===== src/core/qicc_pkg.sv =====
package qicc_pkg;
    localparam logic [19:0] ADDR_DQ_HIGH = 20'h70010;
    localparam logic [19:0] ADDR_DQ_LOW = 20'h70014;
    localparam logic [19:0] ADDR_EQ_HIGH = 20'h70018;
    localparam logic [19:0] ADDR_EQ_LOW = 20'h7001c;
    localparam logic [19:0] ADDR_ID_MASK = 20'h70020;
    localparam logic [19:0] ADDR_ID_BASE = 20'h70024;
    localparam logic [19:0] ADDR_CTRL = 20'h70028;
    localparam logic [19:0] ADDR_DESC0 = 20'h70100;

    localparam int SUBPORTALS = 4;
    localparam int SP_W = 2;
    localparam int THR_LSB = 24;
    localparam int DEQUEUE_BYTE_LIMIT_LSB = 0;
    localparam int SRC_LSB = 8;
    localparam int DEQUEUE_FRAME_COUNT_SELECT_BIT = 4;
    localparam int VERB_LSB = 0;
    localparam int MASK_LSB = 16;
    localparam int NSB_LSB = 16;
    localparam int SB_LSB = 0;
    localparam int ID_USE = 8;

    localparam logic [31:0] DQ_HIGH_RST = 32'h0000ffff;
    localparam logic [31:0] DQ_LOW_RST = 32'h00000000;
    localparam logic [31:0] EQ_HIGH_RST = 32'h00000003;
    localparam logic [31:0] EQ_LOW_RST = 32'h00000000;
    localparam logic [31:0] ID_MASK_RST = 32'h03ff0000;
    localparam logic [31:0] ID_BASE_RST = 32'h00000000;
    // verb bit that marks an unscheduled dequeue
    localparam int VERB_UNSCHED_BIT = 3;
    localparam logic [3:0] OVR_CODE = 4'hf;

    typedef struct packed {
        logic [SP_W-1:0] subportal;
        logic [23:0] source;
        logic [15:0] byte_count;
        logic frame_count_sel;
        logic [3:0] verb;
    } qicc_dq_cmd_t;

    typedef struct packed {
        logic [1:0] color;
        logic [31:0] tag;
    } qicc_eq_cmd_t;

    typedef struct packed {
        logic [11:0] frame_id;
        logic [3:0] status_code;
        logic [11:0] override_id;
    } qicc_job_t;

    typedef struct packed {
        logic [11:0] seq_id;
        logic [11:0] nonseq_id;
    } qicc_ids_t;
endpackage


===== src/core/qicc_id_calc.sv =====
`timescale 1ns/1ns
module qicc_id_calc (
    input wire logic mclk_in,
    input wire logic reset_in,
    input wire logic job_valid_in,
    input wire qicc_pkg::qicc_job_t job_in,
    input wire logic [7:0] mask_in,
    input wire logic [7:0] nonseq_base_in,
    input wire logic [7:0] seq_base_in,
    output qicc_pkg::qicc_ids_t ids_out,
    output logic valid_out
);
    wire logic [11:0] masked_id = {4'h0, job_in.frame_id[7:0] & mask_in};
    wire logic [11:0] nonseq_calc = masked_id + {4'h0, nonseq_base_in};
    wire logic [11:0] seq_calc = job_in.frame_id + {4'h0, seq_base_in};
    wire logic use_override = job_in.status_code == qicc_pkg::OVR_CODE;
    wire logic [11:0] nonseq_sel = use_override ? job_in.override_id : nonseq_calc;

    always_ff @(posedge mclk_in or posedge reset_in) begin
        if (reset_in) begin
            ids_out <= '0;
            valid_out <= 1'b0;
        end else begin
            valid_out <= job_valid_in;
            if (job_valid_in) begin
                ids_out <= '{seq_id: seq_calc, nonseq_id: nonseq_sel};
            end
        end
    end
endmodule


===== src/core/qicc_top.sv =====
`timescale 1ns/1ns
module qicc_top (
    input wire logic mclk_in,
    input wire logic reset_in,
    input wire logic [19:0] addr_in,
    input wire logic [31:0] wdata_in,
    input wire logic wr_in,
    input wire logic rd_in,
    output logic [31:0] rdata_out,
    input wire logic frames_avail_in,
    input wire logic dq_ready_in,
    output qicc_pkg::qicc_dq_cmd_t dq_cmd_out,
    output logic dq_valid_out,
    input wire logic [qicc_pkg::SUBPORTALS-1:0] frame_done_in,
    input wire logic eq_req_in,
    output qicc_pkg::qicc_eq_cmd_t eq_cmd_out,
    output logic eq_valid_out,
    input wire logic job_valid_in,
    input wire qicc_pkg::qicc_job_t job_in,
    output qicc_pkg::qicc_ids_t qi_ids_out,
    output qicc_pkg::qicc_ids_t descriptor_controller_ids_out,
    output logic ids_valid_out,
    input wire logic seq_cmd_in,
    output logic [11:0] mem_id_out,
    input wire logic xfer_pending_in,
    input wire logic [31:0] desc_first_word_in
);
    // ************************************************************
    // registers
    // ************************************************************
    logic [31:0] dq_high_q;
    logic [31:0] dq_low_q;
    logic [31:0] eq_high_q;
    logic [31:0] eq_low_q;
    logic [31:0] id_mask_q;
    logic [31:0] id_base_q;
    logic enable_q;

    wire logic hit_dqh = addr_in == qicc_pkg::ADDR_DQ_HIGH;
    wire logic hit_dql = addr_in == qicc_pkg::ADDR_DQ_LOW;
    wire logic hit_eqh = addr_in == qicc_pkg::ADDR_EQ_HIGH;
    wire logic hit_eql = addr_in == qicc_pkg::ADDR_EQ_LOW;
    wire logic hit_msk = addr_in == qicc_pkg::ADDR_ID_MASK;
    wire logic hit_bas = addr_in == qicc_pkg::ADDR_ID_BASE;
    wire logic hit_ctl = addr_in == qicc_pkg::ADDR_CTRL;
    wire logic hit_dsc = addr_in == qicc_pkg::ADDR_DESC0;

    // reserved bits forced to zero on write
    wire logic [31:0] dqh_wmask = 32'h0700ffff;
    wire logic [31:0] dql_wmask = 32'hffffff1f;
    wire logic [31:0] eqh_wmask = 32'h00000003;
    wire logic [31:0] msk_wmask = 32'h03ff0000;
    wire logic [31:0] bas_wmask = 32'h0fff0fff;

    always_ff @(posedge mclk_in or posedge reset_in) begin
        if (reset_in) begin
            dq_high_q <= qicc_pkg::DQ_HIGH_RST;
            dq_low_q <= qicc_pkg::DQ_LOW_RST;
            eq_high_q <= qicc_pkg::EQ_HIGH_RST;
            eq_low_q <= qicc_pkg::EQ_LOW_RST;
            id_mask_q <= qicc_pkg::ID_MASK_RST;
            id_base_q <= qicc_pkg::ID_BASE_RST;
            enable_q <= 1'b0;
        end else if (wr_in) begin
            // each 64-bit register as two words
            if (hit_dqh) dq_high_q <= wdata_in & dqh_wmask;
            if (hit_dql) dq_low_q <= wdata_in & dql_wmask;
            if (hit_eqh) eq_high_q <= wdata_in & eqh_wmask;
            if (hit_eql) eq_low_q <= wdata_in;
            if (hit_msk) id_mask_q <= wdata_in & msk_wmask;
            if (hit_bas) id_base_q <= wdata_in & bas_wmask;
            if (hit_ctl) enable_q <= wdata_in[0];
        end
    end

    // ************************************************************
    // read path
    // ************************************************************
    wire logic [31:0] desc_view = xfer_pending_in ? desc_first_word_in : 32'h00000000;
    wire logic [31:0] rd_mux =
        hit_dqh ? dq_high_q :
        hit_dql ? dq_low_q :
        hit_eqh ? eq_high_q :
        hit_eql ? eq_low_q :
        hit_msk ? id_mask_q :
        hit_bas ? id_base_q :
        hit_ctl ? {31'h0, enable_q} :
        hit_dsc ? desc_view : 32'h00000000;

    always_ff @(posedge mclk_in or posedge reset_in) begin
        if (reset_in) begin
            rdata_out <= '0;
        end else begin
            rdata_out <= rd_in ? rd_mux : 32'h00000000;
        end
    end

    // ************************************************************
    // dequeue issue
    // ************************************************************
    wire logic [2:0] threshold = dq_high_q[qicc_pkg::THR_LSB +: 3];
    logic [2:0] inflight_q [qicc_pkg::SUBPORTALS];
    logic [qicc_pkg::SP_W-1:0] sp_q;
    wire logic [qicc_pkg::SUBPORTALS-1:0] sp_ok;
    wire logic dq_fire = dq_valid_out && dq_ready_in;

    genvar gi;
    generate
        for (gi = 0; gi < qicc_pkg::SUBPORTALS; gi++) begin : g_sp
            wire logic inc = dq_fire && int'(dq_cmd_out.subportal) == gi;
            wire logic dec = frame_done_in[gi] && inflight_q[gi] != 3'h0;
            assign sp_ok[gi] = inflight_q[gi] < threshold;
            always_ff @(posedge mclk_in or posedge reset_in) begin
                if (reset_in) begin
                    inflight_q[gi] <= 3'h0;
                end else if (inc && !dec) begin
                    inflight_q[gi] <= inflight_q[gi] + 3'h1;
                end else if (dec && !inc) begin
                    inflight_q[gi] <= inflight_q[gi] - 3'h1;
                end
            end
        end
    endgenerate

    wire logic [3:0] verb_cfg = dq_low_q[qicc_pkg::VERB_LSB +: 4];
    // unscheduled-dequeue bit always forced clear
    wire logic [3:0] verb_safe = verb_cfg & ~(4'h1 << qicc_pkg::VERB_UNSCHED_BIT);
    wire logic can_issue = enable_q && frames_avail_in && sp_ok[sp_q];
    wire logic load_cmd = can_issue && (!dq_valid_out || dq_fire);

    always_ff @(posedge mclk_in or posedge reset_in) begin
        if (reset_in) begin
            dq_cmd_out <= '0;
            dq_valid_out <= 1'b0;
            sp_q <= '0;
        end else begin
            if (load_cmd) begin
                // fields sampled as the command forms
                dq_cmd_out.subportal <= sp_q;
                dq_cmd_out.byte_count <= dq_high_q[qicc_pkg::DEQUEUE_BYTE_LIMIT_LSB +: 16];
                dq_cmd_out.source <= dq_low_q[qicc_pkg::SRC_LSB +: 24];
                dq_cmd_out.frame_count_sel <= dq_low_q[qicc_pkg::DEQUEUE_FRAME_COUNT_SELECT_BIT];
                dq_cmd_out.verb <= verb_safe;
                dq_valid_out <= 1'b1;
            end else if (dq_fire) begin
                dq_valid_out <= 1'b0;
            end
            // rotate subportals after each issue or when current one blocked
            if (load_cmd || !sp_ok[sp_q]) begin
                sp_q <= sp_q + 1'b1;
            end
        end
    end

    // ************************************************************
    // enqueue command
    // ************************************************************
    always_ff @(posedge mclk_in or posedge reset_in) begin
        if (reset_in) begin
            eq_cmd_out <= '0;
            eq_valid_out <= 1'b0;
        end else begin
            eq_valid_out <= eq_req_in;
            if (eq_req_in) begin
                eq_cmd_out.color <= eq_high_q[1:0];
                eq_cmd_out.tag <= eq_low_q;
            end
        end
    end

    // ************************************************************
    // isolation ids
    // ************************************************************
    qicc_pkg::qicc_ids_t ids_w;
    logic ids_v_w;

    qicc_id_calc u_id (
        .mclk_in(mclk_in),
        .reset_in(reset_in),
        .job_valid_in(job_valid_in),
        .job_in(job_in),
        .mask_in(id_mask_q[qicc_pkg::MASK_LSB +: qicc_pkg::ID_USE]),
        .nonseq_base_in(id_base_q[qicc_pkg::NSB_LSB +: qicc_pkg::ID_USE]),
        .seq_base_in(id_base_q[qicc_pkg::SB_LSB +: qicc_pkg::ID_USE]),
        .ids_out(ids_w),
        .valid_out(ids_v_w)
    );

    always_ff @(posedge mclk_in or posedge reset_in) begin
        if (reset_in) begin
            qi_ids_out <= '0;
            descriptor_controller_ids_out <= '0;
            ids_valid_out <= 1'b0;
            mem_id_out <= '0;
        end else begin
            ids_valid_out <= ids_v_w;
            if (ids_v_w) begin
                qi_ids_out <= ids_w;
                descriptor_controller_ids_out <= ids_w;
            end
            mem_id_out <= seq_cmd_in ? qi_ids_out.seq_id : qi_ids_out.nonseq_id;
        end
    end
endmodule


===== config.mk =====
export PLATFORM = sky130hd
export DESIGN_NAME = qicc_top
export DESIGN_NICKNAME = d
export VERILOG_FILES = /design/src/core/qicc_pkg.sv /design/src/core/qicc_id_calc.sv /design/src/core/qicc_top.sv
export SDC_FILE = /design/constraint.sdc
export NUM_CORES = 1
export LEC_CHECK = 0
export ABC_AREA = 1
export BUFFER_PORTS_ARGS = -buffer_cell sky130_fd_sc_hd__buf_2
export CORE_MARGIN = 4
export CORE_UTILIZATION = 57
export CTS_CLUSTER_SIZE = 8
export DETAILED_ROUTE_END_ITERATION = 8
export PLACE_DENSITY = 0.93
export SLEW_MARGIN = 10
export SYNTH_ARGS = -nofsm -noshare
export SYNTH_HDL_FRONTEND = slang
export SYNTH_SLANG_ARGS = --single-unit
export TNS_END_PERCENT = 1

===== constraint.sdc =====
create_clock -name mclk_in -period 31.6 [get_ports mclk_in]
set_input_delay 6.32 -clock mclk_in [delete_from_list [all_inputs] [get_ports mclk_in]]
set_output_delay 6.32 -clock mclk_in [all_outputs]
set_load 0.1 [all_outputs]

==> run summary <==
Area delta synth->final = 18.8%
CP arrival = 9370 ps
Final routed DRC violation total = 0
GR Layer Usage met3 = 7.23%
Clock Tree Buf Depth = 3
Async SR Flop Fraction = 100%
Gr busiest metal = met2
Cells after Synth = 1613
Unique masters post-synth = 45
Pleak = 9.01 nW
Sequential area share after synthesis = 53.6%
Flops & latches, synth = 307
Die Ht = 167 um
GRT overflow = 0
Clock root cell = clkbuf_16
Fin crit period = 8940 ps
Port bufs = 300
Ports = 302
Routing usage on met2 = 50.9%
DR WL/cell = 20.5 um
Period utilization = 28.3%
Starting density of the core = 58.5%
Setup violations, final = 0
Max-slew violations = 0
Post-DRT Antenna Nets = 0
CP Max Fanout = 48
Register area = 7720 um^2
Worst-Skew Late Latency = 550 ps
Worst-Margin Slew = 1190 ps
Core ar. = 24600 um^2
Syn nets = 1773
Footprint of the multi-input gates = 5590 um^2
Initial antenna violation count = 8
Vias = 13264
CTS buffer count = 44
Final WL = 45800 um
Core Rows = 57
Max rail drop VDD = 0.0403 mV
Hold path cells = 2
Main synth FF type = dfrtp_1
Critical Path Start = addr_in[15]
Hpwl dp = 30200 um
Net Sw Frac = 29.1%
Fill cells = 1743
Startpoint types = primary input
Die span in x = 167 um
CTS clk-pin slew, worst paths = 50 ps
Hold crit path type = flop to flop
GR Util met1 = 41.5%
P per Cell Area = 58.4 nW/um^2
Reg2reg setup slack = 28960 ps
Fin nets = 2023
Slew HR = 20.6%
CTS hold repair buffers = 0
First-pass GRT wire length = 72300 um
Critical Path RT = 32030 ps
Sum Neg Setup Slack = 0 ps
Post-CTS resize count = 0
CTS sink cnt = 307
DRT iter0 DRCs = 1769
Final WS setup = 22660 ps
P_sw = 0.290 mW
Setup crit end kind = flop
CP Class = primary input to flop
Syn_area_per_cell = 8.92 um^2
R2R Path End = dq_cmd_out[17]$_DFFE_PP0P_
Layout cells sized above 1 = 24.6%
Worst Clk Skew = 15.2 ps
Post-synth EDFFs = 0
Setup crit end = id_base_q[20]$_DFFE_PP0P_
RSZ-0062 raised after global routing = false
Fmax = 0.112 GHz
Vias in the first global route = 13437
Worst slack at placement = 22280 ps
Die area = 27900 um^2
Drt pass-1 iters = 8
Reg-to-reg startpoint = dq_valid_out$_DFFE_PP0P_
Synthesized area = 14400 um^2
Synth warn = 0
Max Cap Viol = 0
CTS tree = yes
Max H-tree Level = 2
Total Routing Usage GR = 32.4%
Postcts setup bufs = 0
Clock share of power = 45.2%
Status = completed
Reg power frac = 41.8%
Final hold vios = 0
DR vias/cell = 5.95
RD Place Congestion = 0.917
Reg2reg path depth = 6
Comb power frac = 13.0%
Largest net degree at the start of global routing = 147
Int Power = 0.708 mW
-- cells in the final DEF (no fill, tap or decap), drive strengths merged, types with 4 or more instances in the layout --
master | synthesis | layout
nor2 | 78 | 78
o21ai | 179 | 179
dfstp | 28 | 28
inv | 136 | 138
fa | 6 | 6
mux2 | 51 | 51
a31oi | 4 | 4
a21oi | 65 | 65
clkbuf | 43 | 76
nand4 | 18 | 18
nor3 | 21 | 21
diode | 0 | 9
xor2 | 4 | 4
o31ai | 4 | 4
xnor2 | 8 | 8
buf | 56 | 303
ha | 28 | 28
nand3 | 152 | 152
nand2 | 433 | 433
dfrtp | 279 | 279
-- cells in the mapped netlist (8+ instances only) --
| cell | instances | area, um^2 |
|---|---|---|
| a21oi_1 | 65 | 325 |
| buf_2 | 12 | 60.1 |
| buf_4 | 31 | 233 |
| buf_6 | 9 | 101 |
| clkbuf_1 | 43 | 161 |
| dfrtp_1 | 279 | 6980 |
| dfstp_2 | 28 | 736 |
| ha_1 | 28 | 350 |
| inv_1 | 131 | 492 |
| mux2_2 | 51 | 574 |
| nand2_1 | 426 | 1600 |
| nand3_1 | 149 | 746 |
| nand4_1 | 18 | 113 |
| nor2_1 | 65 | 244 |
| nor3_1 | 20 | 100 |
| o21ai_0 | 117 | 586 |
| o21ai_1 | 62 | 310 |
| xnor2_1 | 8 | 70.1 |
-- final cells by class --
class | count | share of cell area (%)
Clock inverter | 3 | 0.410
Sequential cell | 307 | 45.1
Timing Repair Buffer | 303 | 8.91
Tap cell | 324 | 2.37
Clock buffer | 76 | 7.27
Antenna cell | 9 | 0.132
Inverter | 139 | 3.10
Multi-Input combinational cell | 1068 | 32.7
-- routing by layer --
layer | vias up | wire length [um]
met5 | - | 0
met4 | 0 | 2950
met3 | 244 | 4880
met2 | 973 | 21400
met1 | 6270 | 16500
li1 | 5777 | -
-- power groups by stage --
stage          Sequential [mW]  Combinational (mW)  Clock, mW
6_report                 0.417               0.130      0.451
5_1_grt                  0.418               0.137      0.471
4_1_cts                  0.417               0.129      0.451
3_5_place_dp             0.423               0.128          0
3_3_place_gp             0.422               0.123          0
2_1_floorplan            0.454              0.0659          0
-- worst max-delay path: stages --
cell	delay, ps
buf_2	100
nor2_1	130
nand2_1	140
nor2_2	280
nand2_1	170
nor2_2	930
nand2_2	850
o21ai_0	420
-- logic make-up (layout without fill, tap and decap cells) --
| group | count (synthesis) | after routing | share of synthesized area (%) |
|---|---|---|---|
| adder cells (fa/ha/maj) | 34 | 34 | 3.27 |
| other | 1 | 10 | 0.0261 |
| XOR/XNOR | 12 | 12 | 0.730 |
| flip-flops | 307 | 307 | 53.6 |
| multiplexers | 51 | 51 | 3.99 |
| AND/OR/NAND/NOR | 709 | 709 | 21.4 |
| AO/OA/AOI/OAI | 261 | 261 | 9.35 |
| buffers and inverters | 238 | 521 | 7.60 |
-- worst min-delay path by stage --
| stage | start | end | slack [ps] |
|---|---|---|---|
| after detailed placement | dq_cmd_out[43]$_DFFE_PP0P_ | dq_cmd_out[43]$_DFFE_PP0P_ | 450 |
| after global routing | dq_cmd_out[44]$_DFFE_PP0P_ | dq_cmd_out[44]$_DFFE_PP0P_ | 500 |
| after floorplan | u_id.valid_out$_DFF_PP0_ | ids_valid_out$_DFF_PP0_ | 350 |
| after CTS | dq_cmd_out[7]$_DFFE_PP0P_ | dq_cmd_out[7]$_DFFE_PP0P_ | 470 |
| final | dq_cmd_out[2]$_DFFE_PP0P_ | dq_cmd_out[2]$_DFFE_PP0P_ | 470 |
| after global placement | dq_cmd_out[44]$_DFFE_PP0P_ | dq_cmd_out[44]$_DFFE_PP0P_ | 450 |
-- through the flow --
stage	instance area, um^2	hold slack (ps)	instances	power [mW]	utilization (%)
2_1_floorplan	14400	352	1613	0.520	-
3_3_place_gp	15800	454	2141	0.545	64.1
3_5_place_dp	15800	454	2141	0.550	64.1
4_1_cts	17100	474	2220	0.997	69.4
5_1_grt	17100	496	2228	1.03	69.5
6_report	17100	470	2229	0.998	69.5
-- registers in the layout (all words and copies together) (netlist names), 10 cells and up --
signal and count:
dq_cmd_out 46, eq_low_q 32, dq_high_q 19, id_mask_q 10, eq_cmd_out 34, id_base_q 24, mem_id_out 12, dq_low_q 29
rdata_out 32, u_id.ids_out 24, inflight_q 12, descriptor_controller_ids_out 24
Note: power is estimated with default switching activity, not from simulation.
